## config.mk

```make
export PLATFORM = sky130hd
export DESIGN_NAME = ppm_top
export DESIGN_NICKNAME = d
export VERILOG_FILES = /design/src/inc/ppm_pkg.sv /design/src/design/ppm_edge_detect.sv /design/src/design/ppm_top.sv
export VERILOG_INCLUDE_DIRS = /design/src /design/src/inc
export SDC_FILE = /design/constraint.sdc
export NUM_CORES = 1
export LEC_CHECK = 0
export ABC_AREA = 1
export ABC_CLOCK_PERIOD_IN_PS = 2300
export BUFFER_PORTS_ARGS = -buffer_cell sky130_fd_sc_hd__buf_2
export CAP_MARGIN = 20
export CELL_PAD_IN_SITES_DETAIL_PLACEMENT = 1
export CELL_PAD_IN_SITES_GLOBAL_PLACEMENT = 1
export CORE_UTILIZATION = 23
export CTS_CLUSTER_DIAMETER = 100
export DETAILED_ROUTE_END_ITERATION = 10
export HOLD_SLACK_MARGIN = 0.15
export PLACE_DENSITY = 0.52
export REMOVE_ABC_BUFFERS = 1
export SYNTH_ARGS = -nofsm -noshare
export SYNTH_HDL_FRONTEND = slang
export SYNTH_SLANG_ARGS = --single-unit
```

## constraint.sdc

```tcl
create_clock -name hclk -period 2.3 [get_ports hclk]
set_clock_uncertainty 0.1 [all_clocks]
set_input_delay 0 -clock hclk [delete_from_list [all_inputs] [get_ports hclk]]
set_output_delay 0 -clock hclk [all_outputs]
set_load 0.01 [all_outputs]
```

## src/inc/ppm_params.svh

```systemverilog
// Purpose: Constants for the port pin function multiplexer
// Assumes: 32-bit AHB-Lite register bus, word-aligned registers
// Notes: Offsets are byte addresses
`ifndef PPM_PARAMS_SVH
`define PPM_PARAMS_SVH

// ----------------------------------------------------------------
// Register byte offsets
// ----------------------------------------------------------------
`define PPM_OFS_IN 12'h000
`define PPM_OFS_OUT 12'h004
`define PPM_OFS_DIR 12'h008
`define PPM_OFS_IFG 12'h00C
`define PPM_OFS_IES 12'h010
`define PPM_OFS_IE 12'h014
`define PPM_OFS_SEL 12'h018
`define PPM_OFS_ADIS 12'h01C
`define PPM_OFS_LCDP 12'h020
`define PPM_OFS_SVS 12'h024
`define PPM_OFS_ISTAT 12'h028
`define PPM_OFS_IMASK 12'h02C

// ----------------------------------------------------------------
// Field widths, thresholds and reset values
// ----------------------------------------------------------------
`define PPM_LCDP_W 3
`define PPM_LCDP_THRESH 3'h4
`define PPM_SVS_W 4
`define PPM_SVS_EXT 4'hF
`define PPM_ANALOG_LO 2
`define PPM_ANALOG_HI 5
`define PPM_SW_LO 6
`define PPM_PORT_RST 8'h00
`define PPM_EV_W 2
`define PPM_EV_PORT 0
`define PPM_EV_SW 1
`define PPM_HTRANS_NONSEQ 2'h2
`define PPM_AW 12

`endif

```

## src/inc/ppm_pkg.sv

```systemverilog
// Purpose: Types for the port pin function multiplexer
// Assumes: Header of constants is included first
// Notes: State of the top module is one packed struct
`include "ppm_params.svh"

package ppm_pkg;

    // ----------------------------------------------------------------
    // Register state
    // ----------------------------------------------------------------
    typedef struct packed {
        logic [7:0] out;
        logic [7:0] dir;
        logic [7:0] ifg;
        logic [7:0] ies;
        logic [7:0] ie;
        logic [7:0] sel;
        logic [7:0] adis;
        logic [`PPM_LCDP_W-1:0] lcdp;
        logic [`PPM_SVS_W-1:0] svs;
        logic [`PPM_EV_W-1:0] istat;
        logic [`PPM_EV_W-1:0] imask;
        logic [7:0] in_prev;
        logic a_valid;
        logic a_write;
        logic [`PPM_AW-1:0] a_addr;
        logic [31:0] hrdata;
        logic irq;
        logic port_irq;
        logic [7:0] pin_out;
        logic [7:0] pin_oe;
        logic [7:0] lcd_seg_en;
        logic cap_ch2_a;
        logic sclk_in;
        logic ste_in;
        logic rx_in;
    } ppm_state_type;

endpackage : ppm_pkg

```

## src/design/ppm_edge_detect.sv

```systemverilog
// Purpose: Chosen-edge detector for one port bit
// Assumes: Previous input sample is held by the caller
// Notes: Pure combinational, one instance per bonded bit
`timescale 1ns/1ps

module ppm_edge_detect (
    input wire logic cur, // Present input level
    input wire logic prev, // Level one cycle earlier
    input wire logic falling, // 1 selects the falling edge
    input wire logic armed, // Pin is bonded and in port mode
    output logic hit // Selected edge seen this cycle
);
    // ----------------------------------------------------------------
    // Edge select
    // ----------------------------------------------------------------
    // Rising or falling, gated by port mode
    assign hit = armed & (falling ? (prev & ~cur) : (~prev & cur));
endmodule : ppm_edge_detect

```

## src/design/ppm_top.sv

```systemverilog
// Purpose: Pin-function multiplexer for an eight-bit port with AHB-Lite registers
// Assumes: Pin inputs are synchronous to hclk
// Notes: Bits 6 and 7 have no pin and serve as software interrupts
//
// The placing of the registers and the AHB-Lite slave port are this design's own decisions.
`timescale 1ns/1ps
`include "ppm_params.svh"

// How it works
// - Pins 0 and 1 are port or peripheral only while LCD select is below 04h.
// - LCD select field below 04h keeps pins 0,1 as port; else LCD segments.
// - Pins 2 to 5 digital path works only while their analog-disable bit is zero.
// - Pin 0 function mode drives timer channel 2, input feeds capture 2A.
// - Pin 1 function mode takes direction from serial clock control; carries serial clock.
// - Pin 2 function mode forces input, feeds slave-transmit-enable, output low.
// - Pin 4 function mode forces output driven by serial transmit data.
// - Pin 5 function mode forces input routed to serial receive.
// - Pin 3 analog-disable asserts when supply-monitor level equals 1111b.
// - Bits 6,7 flags change only by software; enabled set flag interrupts.
module ppm_top
    import ppm_pkg::*;
(
    input wire logic hclk, // System clock
    input wire logic hresetn, // Async reset, active low
    input wire logic hsel, // Slave select
    input wire logic [31:0] haddr, // Byte address
    input wire logic [1:0] htrans, // Transfer type
    input wire logic hwrite, // Write strobe
    input wire logic [2:0] hsize, // Transfer size
    input wire logic [31:0] hwdata, // Write data
    input wire logic hready, // Bus ready in
    output logic [31:0] hrdata, // Read data
    output logic hreadyout, // Always ready
    output logic hresp, // Always OKAY
    output logic irq, // Level interrupt out
    output logic port_irq, // Port interrupt request
    input wire logic [5:0] pin_in, // Pin levels, bonded bits
    output logic [5:0] pin_out, // Pin drive levels
    output logic [5:0] pin_oe, // Pin output enables
    output logic [1:0] lcd_seg_en, // Pins 0,1 used as LCD segments
    input wire logic timer_ch2_output, // Timer compare 2 output
    output logic capture_ch2_input_a, // Capture 2 input A
    input wire logic serial_clock_dir_ctrl, // Serial clock direction, 1 out
    input wire logic serial_clock_line, // Serial clock out from unit
    output logic serial_clock_in, // Serial clock into unit
    output logic slave_transmit_enable, // Slave enable into unit
    input wire logic async_transmit_line, // Serial transmit data
    output logic async_receive_line // Serial receive into unit
);
    import ppm_pkg::*;

    ppm_state_type s_q;
    ppm_state_type s_d;
    logic [7:0] pin_in_bits;
    logic [7:0] edge_hit;
    logic [7:0] armed;
    logic [7:0] port_en;
    logic lcd_mode;
    logic [7:0] cap_eff;
    logic [7:0] pin_input_bits;

    // ----------------------------------------------------------------
    // Pin function decode
    // ----------------------------------------------------------------
    // LCD ownership of pins 0 and 1
    assign lcd_mode = (s_q.lcdp >= `PPM_LCDP_THRESH);

    // Effective analog disable per bit
    always_comb begin
        cap_eff = s_q.adis;
        cap_eff[1:0] = 2'h0;
        cap_eff[7:6] = 2'h0;
        cap_eff[3] = s_q.adis[3] | (s_q.svs == `PPM_SVS_EXT);
    end

    // Digital path enable per bonded bit
    always_comb begin
        port_en = 8'h00;
        port_en[1:0] = {2{~lcd_mode}};
        port_en[`PPM_ANALOG_HI:`PPM_ANALOG_LO] =
            ~cap_eff[`PPM_ANALOG_HI:`PPM_ANALOG_LO];
    end

    // Input register view, gated pins read low
    assign pin_in_bits = {2'h0, pin_in};
    assign pin_input_bits = pin_in_bits & port_en;

    // Edge interrupts only in plain port mode
    assign armed = port_en & ~s_q.sel;

    // One detector per bonded bit
    genvar gi;
    for (gi = 0; gi < `PPM_SW_LO; gi++) begin : g_edge
        ppm_edge_detect u_edge (
            .cur(pin_input_bits[gi]),
            .prev(s_q.in_prev[gi]),
            .falling(s_q.ies[gi]),
            .armed(armed[gi]),
            .hit(edge_hit[gi])
        );
    end
    assign edge_hit[7:6] = 2'h0;

    // ----------------------------------------------------------------
    // Next-state logic
    // ----------------------------------------------------------------
    always_comb begin
        logic [7:0] wmask;
        logic [7:0] rd8;
        logic [7:0] flags;
        logic [`PPM_EV_W-1:0] ev;
        logic [5:0] dout;
        logic [5:0] doe;
        logic dwrite;
        wmask = 8'h00;
        rd8 = 8'h00;
        flags = 8'h00;
        ev = '0;
        dout = 6'h00;
        doe = 6'h00;
        dwrite = 1'b0;
        s_d = s_q;

        // Address phase capture
        if (hready) begin
            s_d.a_valid = hsel & (htrans == `PPM_HTRANS_NONSEQ);
            s_d.a_write = hwrite;
            s_d.a_addr = haddr[`PPM_AW-1:0];
        end

        // Data phase write
        dwrite = s_q.a_valid & s_q.a_write;
        wmask = hwdata[7:0];
        if (dwrite) begin
            unique case (s_q.a_addr)
                `PPM_OFS_OUT: s_d.out = wmask;
                `PPM_OFS_DIR: s_d.dir = wmask;
                `PPM_OFS_IES: s_d.ies = wmask;
                `PPM_OFS_IE: s_d.ie = wmask;
                `PPM_OFS_SEL: s_d.sel = wmask;
                `PPM_OFS_ADIS: s_d.adis = wmask;
                `PPM_OFS_LCDP: s_d.lcdp = wmask[`PPM_LCDP_W-1:0];
                `PPM_OFS_SVS: s_d.svs = wmask[`PPM_SVS_W-1:0];
                `PPM_OFS_IMASK: s_d.imask = wmask[`PPM_EV_W-1:0];
                default: ;
            endcase
        end

        // Flag register: software write, then hardware edges win
        flags = s_q.ifg;
        if (dwrite && s_q.a_addr == `PPM_OFS_IFG) begin
            flags = wmask;
        end
        flags = flags | edge_hit;
        s_d.ifg = flags;
        s_d.in_prev = pin_input_bits;

        // Port request from enabled flags
        s_d.port_irq = |(s_d.ifg & s_d.ie);

        // Sticky status: set beats write-one-clear
        ev[`PPM_EV_PORT] = |(edge_hit & s_q.ie);
        ev[`PPM_EV_SW] = |(s_d.ifg[7:6] & s_d.ie[7:6] & ~(s_q.ifg[7:6] & s_q.ie[7:6]));
        s_d.istat = s_q.istat;
        if (dwrite && s_q.a_addr == `PPM_OFS_ISTAT) begin
            s_d.istat = s_q.istat & ~wmask[`PPM_EV_W-1:0];
        end
        s_d.istat = s_d.istat | ev;
        s_d.irq = |(s_d.istat & s_d.imask);

        // Read data for the next data phase
        if (hready && hsel && htrans == `PPM_HTRANS_NONSEQ && !hwrite) begin
            unique case (haddr[`PPM_AW-1:0])
                `PPM_OFS_IN: rd8 = pin_input_bits;
                `PPM_OFS_OUT: rd8 = s_d.out;
                `PPM_OFS_DIR: rd8 = s_d.dir;
                `PPM_OFS_IFG: rd8 = s_d.ifg;
                `PPM_OFS_IES: rd8 = s_d.ies;
                `PPM_OFS_IE: rd8 = s_d.ie;
                `PPM_OFS_SEL: rd8 = s_d.sel;
                `PPM_OFS_ADIS: rd8 = s_d.adis;
                `PPM_OFS_LCDP: rd8 = {5'h00, s_d.lcdp};
                `PPM_OFS_SVS: rd8 = {4'h0, s_d.svs};
                `PPM_OFS_ISTAT: rd8 = {6'h00, s_d.istat};
                `PPM_OFS_IMASK: rd8 = {6'h00, s_d.imask};
                default: rd8 = 8'h00;
            endcase
            s_d.hrdata = {24'h000000, rd8};
        end else if (hready) begin
            s_d.hrdata = 32'h00000000;
        end

        // Default port drive from direction and output bits
        dout = s_d.out[5:0];
        doe = s_d.dir[5:0];

        // Pin 0: timer compare out, capture in
        if (s_d.sel[0]) begin
            dout[0] = timer_ch2_output;
        end
        s_d.cap_ch2_a = s_d.sel[0] & pin_in[0] & ~lcd_mode;

        // Pin 1: serial clock, direction from serial unit
        if (s_d.sel[1]) begin
            doe[1] = serial_clock_dir_ctrl;
            dout[1] = serial_clock_line;
        end
        s_d.sclk_in = s_d.sel[1] & pin_in[1] & ~lcd_mode;

        // Pin 2: forced input to slave enable
        if (s_d.sel[2]) begin
            doe[2] = 1'b0;
            dout[2] = 1'b0;
        end
        s_d.ste_in = s_d.sel[2] & pin_in[2] & ~cap_eff[2];

        // Pin 3: no module function, low in select mode
        if (s_d.sel[3]) begin
            dout[3] = 1'b0;
        end

        // Pin 4: forced output with transmit data
        if (s_d.sel[4]) begin
            doe[4] = 1'b1;
            dout[4] = async_transmit_line;
        end

        // Pin 5: forced input to receive
        if (s_d.sel[5]) begin
            doe[5] = 1'b0;
            dout[5] = 1'b0;
        end
        s_d.rx_in = s_d.sel[5] & pin_in[5] & ~cap_eff[5];

        // Disabled digital paths float the pin
        doe = doe & port_en[5:0];
        dout = dout & port_en[5:0];
        s_d.pin_out = {2'h0, dout};
        s_d.pin_oe = {2'h0, doe};
        s_d.lcd_seg_en = {6'h00, {2{lcd_mode}}};
    end

    // ----------------------------------------------------------------
    // State register
    // ----------------------------------------------------------------
    always_ff @(posedge hclk or negedge hresetn) begin
        if (!hresetn) begin
            s_q <= '0;
        end else begin
            s_q <= s_d;
        end
    end

    // Outputs straight from flops, except hreadyout and hresp which are tied constants
    assign hrdata = s_q.hrdata;
    assign hreadyout = 1'b1;
    assign hresp = 1'b0;
    assign irq = s_q.irq;
    assign port_irq = s_q.port_irq;
    assign pin_out = s_q.pin_out[5:0];
    assign pin_oe = s_q.pin_oe[5:0];
    assign lcd_seg_en = s_q.lcd_seg_en[1:0];
    assign capture_ch2_input_a = s_q.cap_ch2_a;
    assign serial_clock_in = s_q.sclk_in;
    assign slave_transmit_enable = s_q.ste_in;
    assign async_receive_line = s_q.rx_in;
endmodule : ppm_top

```

Word-level counts from Yosys, hierarchy flattened:

Cells that the tools add are included.

* memory bits (read-only): 0
* memory bits (writable): 0
* flip-flop bits (word level): 138
* memories: 0
* output and inout port bits: 54
* latch bits: 0

* divide/modulo/power cells: 0
* eq/ne operators: 24
* magnitude comparators: 1
* bitwise gates (word level): 61
* reduce and logical (&&, ||, !) cells: 12
* add/subtract/negate cells: 0
* shifts and indexed selects: 0
* muxes and demuxes: 33
* multipliers: 0

Operators by type and width (number)
* equality test 12 x 5 -> 1 bit, second input constant: 8
* equality test 12 x 6 -> 1 bit, second input constant: 8
* one-hot mux 8 bit (12 select lines): 1
* two-way mux 32 bit: 2
* two-way mux 8 bit: 7
* equality test 12 x 4 -> 1 bit, second input constant: 4
* two-way mux 39 bit: 1
* bitwise AND 1 bit: 28
* bitwise AND 6 bit: 4
* equality test 12 x 3 -> 1 bit, second input constant: 2
* two-way mux 1 bit: 16
* two-way mux 16 bit: 1
* OR reduction 8 bit: 2
* NOT 1 bit: 15
* logical NOT 12 bit: 1
* bitwise AND 2 bit: 5
* bitwise AND 6 x 8 -> 8 bit: 1
* bitwise AND 8 bit: 1
* OR 8 x 6 -> 8 bit: 1
* two-way mux 2 bit: 3
* NOT 6 bit: 1
* logical AND 1 bit: 5
* equality test 4 bit, second input constant: 1
* two-way mux 4 bit: 1
* 10 further kinds: 12

Logic depth before layout (Yosys ltp):

* word-level depth: 15
* mapped depth: 15
* mapped depth without buffers: 14

Hierarchy:

Synthesis repeated with hierarchy kept, for this count alone.

* cells, all modules: 798
* area total of the unflattened synthesis: 6208.5 µm²

By module, submodules not included
* ppm_top: seq. area each 2852.7 µm², cells an instance 750, times used 1, area each 6028.3 µm²
* ppm_edge_detect: seq. area each 0.0 µm², cells an instance 8, times used 6, area each 30.0 µm²

Least setup slack after synthesis:

Ideal clock, no wire load.

* path type: flip-flop to flip-flop
* from: reg s_q[73] (netlist bit)
* to: reg s_q, in the netlist hrdata[3]
* data arrival time: 1560 ps
* path slack: 524 ps
* clock period less this slack: 1776 ps
* data required time: 2084 ps
* stages on the path, launching flop included: 13
* path through: dfrtp_1 > nor2_1 > nand2_2 > nor2_2 > nand2_2 > buf_6 > o21a_4 > nand2_2 > nand2_1 > nor2_1 > nand3_1 > nand2_1 > nand2_1

RTL lines
* from (decl): RTL line ppm_top.sv:52 `ppm_state_type s_q;`
* from (signal assigned): RTL line ppm_top.sv:248 `s_q <= '0;`
* from (signal assigned): RTL line ppm_top.sv:250 `s_q <= s_d;`

==> flow_summary.json <==
{
  "cts_tree": "done",
  "slew_headroom": 0.654,
  "setup_slack_ns": 0.188,
  "ys_seq_area_frac": 0.465,
  "antenna_cells": 0,
  "whs_ns": 0.256,
  "finalCritPeriodShare": 0.918,
  "rows": 59,
  "crit_fanout": 13,
  "worstPathBufferInverterCount": 1,
  "swShare": 0.245,
  "numCtsBuffers": 17,
  "grt_use_total": 0.156,
  "cts_htree_levels": 4,
  "synth_cell_types": 33,
  "ctsRootBufferMaster": "clkbuf_16",
  "syn_inst": 793,
  "clock_path_buffers": 2,
  "worst-setup-path-type": "flop to flop",
  "core_um2": 26100,
  "drive_gt1_frac": 0.218,
  "drv_cap": 0,
  "drt-total-wl_um": 19600,
  "max-vdd-ir-drop_v": 0.000387,
  "antenna_found_initial": 0,
  "crit_family": "simple AND/OR/NAND/NOR gates",
  "ant_nets": 0,
  "yosysTopAreaCell": "dfrtp_1",
  "gr-usage-met2": 0.252,
  "drtPass1Iterations": 4,
  "gp_congestion": 0.785,
  "worst_pin_slew_ns": 0.517,
  "ioPinCount": 138,
  "synth.ff_latch_count": 114,
  "initial_core_util": 0.235,
  "grt_pass1_vias": 5519,
  "r2r_slack_ns": 0.19,
  "synth_top_area_share": 0.465,
  "synth_common_cells": "234 x nand2_1, 114 x dfrtp_1, 106 x inv_1",
  "dp_hpwl_um": 14900,
  "sequentialPowerShare": 0.410,
  "hold_viol": 0,
  "fin_nets": 1036,
  "end_kind": "flop",
  "postCtsSetupBuffers": 0,
  "drt_iter0_drc": 247,
  "status": "complete, no violations",
  "leakage_uw": 0.00448,
  "share_comb_of_total_power": 0.078,
  "max_stage_delay_ns": 0.38,
  "fin_crit_ns": 2.11,
  "power.density_nw_per_um2": 620,
  "die_y_um": 165,
  "groute.layer.met3.usage": 0.0272,
  "synthArstFlopShare": 1.00,
  "path_common_cell": "nand2_1",
  "grt-busiest-layer": "met2",
  "clkSlewWorstSetupHoldPaths_ns": 0.06,
  "synth_most_common_cell": "nand2_1",
  "r2r_end": "hrdata[1]$_DFFE_PN0P_",
  "power_frac_clock": 0.511,
  "dp_slack_ns": 0.0680,
  "crit_path_start_kind": "flop",
  "wl_per_cell_um": 15.1,
  "r2r_start": "s_q[71]$_DFFE_PN0P_",
  "required_ns": 2.51,
  "reg2reg_depth": 13,
  "setup_viol": 0,
  "avgSynthCellArea_um2": 7.73,
  "critPathArrivalTime_ns": 2.33,
  "min_to": "pin_out[1]$_DFF_PN0_",
  "slowest_stage": "dfrtp_1",
  "worstHoldPathCells": 4,
  "grt_pass1_wl_um": 31200,
  "ys_top_cells_by_area": "dfrtp_1 47%, nand2_1 14%, inv_1 6.5%, buf_4 5.9%, nand3_1 4.5%",
  "avgViaCountPerCell": 4.09,
  "crit_chain": "nor2_1 > nand2_2 > nor2_4 > buf_4 > nand2_4 > nand2_1 > o21ai_2 > nand2_1 > nand2_1 > nor2_1 > nand3_2 > nand2_1 > nand2_1",
  "p_sw_uw": 1240,
  "die-area_um2": 27300,
  "synth_edf_count": 0,
  "clock_latency_ns": 0.42,
  "grt_max_degree": 49,
  "io_buffers": 64,
  "drv_slew": 0,
  "rsz0062_at_grt": "true",
  "yosysWarnings": 0,
  "synth_flop_cell": "dfrtp_1",
  "die_x_um": 165,
  "min-delay-start": "serial_clock_line",
  "max_freq_ghz": 0.474,
  "via_count": 5319,
  "cts_sinks": 114,
  "drc": 0,
  "min_path_type": "input port to flop",
  "n_fill_cell": 3191,
  "synth_area_um2": 6130,
  "overflow": 0,
  "met1_usage": 0.212,
  "internal_power_uw": 3810,
  "area_delta_synth_final_pct": 32.8
}
stage by stage:
stage,power (µW),cell area (µm²),setup TNS (ns),utilization,std cells
2_1_floorplan,2250,5760,0,-,756
3_3_place_gp,2430,7030,0,0.269,1217
3_5_place_dp,2430,7030,0,0.269,1217
4_1_cts,5120,8110,0,0.310,1299
5_1_grt,5250,8150,-0.0158,0.312,1299
6_report,5050,8150,0,0.312,1299
sequential cells by signal, indices dropped and copies added, names as in the netlist:
| name | cells |
|---|---|
| lcd_seg_en | 1 |
| port_irq | 1 |
| slave_transmit_enable | 1 |
| pin_out | 6 |
| pin_oe | 6 |
| cap_eff | 3 |
| serial_clock_in | 1 |
| capture_ch2_input_a | 1 |
| irq | 1 |
| s_q | 84 |
| hrdata | 8 |
| async_receive_line | 1 |
cell type report:
cell class              instances  area (µm²)  area share
repair buffers                177        1370       0.168
multi-input cells             532        2530       0.310
inverters                     110         413      0.0507
clock inverters                11         114      0.0140
flip-flops and latches        114        2850       0.350
well taps                     335         419      0.0515
clock buffers                  20         447      0.0548
worst register-to-register path: cells and delay by family, from the launching register on:
| kind | cells | cell delay, ns |
|---|---|---|
| compound gates | 1 | 0.06 |
| buf+inv | 1 | 0.13 |
| flops | 1 | 0.38 |
| simple gates | 11 | 1.34 |
power by group through the flow:
| stage | Clock (µW) | Sequential, µW | Combinational, µW |
|---|---|---|---|
| floorplan | 0 | 2100 | 146 |
| global placement | 0 | 2110 | 321 |
| detailed placement | 0 | 2110 | 323 |
| CTS | 2650 | 2070 | 399 |
| global route | 2730 | 2080 | 445 |
| finish | 2580 | 2070 | 396 |
logic make-up after synthesis:
kind of cell | count (synthesis) | share of synthesized area
AOI/OAI and AO/OA | 89 | 0.0886
buffers and inverters | 171 | 0.143
DFF | 114 | 0.465
other | 2 | 0.00122
and+or+nand+nor | 417 | 0.302
placed cells by master (no fill, tap or decap), types with 8 or more instances in the layout:
cell type	count
and2_1	11
buf_2	63
buf_4	58
clkbuf_16	17
conb_1	26
dfrtp_1	114
dlygate4sd3_1	50
inv_1	106
nand2_1	234
nand2_2	8
nand3_1	53
nor2_1	68
nor3_1	9
o21ai_0	32
o21ai_1	26
o21ai_2	13
routing by layer:
metal	vias to the layer above	share of wire
met4	0	0.011
li1	2720	-
met3	17	0.034
met5	-	0
met2	85	0.47
met1	2497	0.49
worst max-delay path by stage:
| stage | from | cells past startpoint | endpoint | slack [ns] |
|---|---|---|---|---|
| after floorplan | s_q[73]$_DFFE_PN0P_ | 12 | hrdata[1]$_DFFE_PN0P_ | 0.30 |
| after global placement | s_q[71]$_DFFE_PN0P_ | 13 | hrdata[1]$_DFFE_PN0P_ | 0.07 |
| after detailed placement | s_q[71]$_DFFE_PN0P_ | 13 | hrdata[1]$_DFFE_PN0P_ | 0.07 |
| after CTS | s_q[71]$_DFFE_PN0P_ | 13 | hrdata[1]$_DFFE_PN0P_ | 0.05 |
| after global routing | s_q[71]$_DFFE_PN0P_ | 13 | hrdata[2]$_DFFE_PN0P_ | -0.01 |
| final | s_q[71]$_DFFE_PN0P_ | 13 | hrdata[1]$_DFFE_PN0P_ | 0.19 |
timing repair:
| item | 4_1_cts | 5_1_grt |
|---|---|---|
| setup endpoints to repair | 0 | 8 |
| hold endpoints to repair | 217 | 0 |
| gates resized for setup | 0 | 7 |
| hold buffers | 51 | 0 |
No activity file was read; power rests on OpenSTA's default activity.
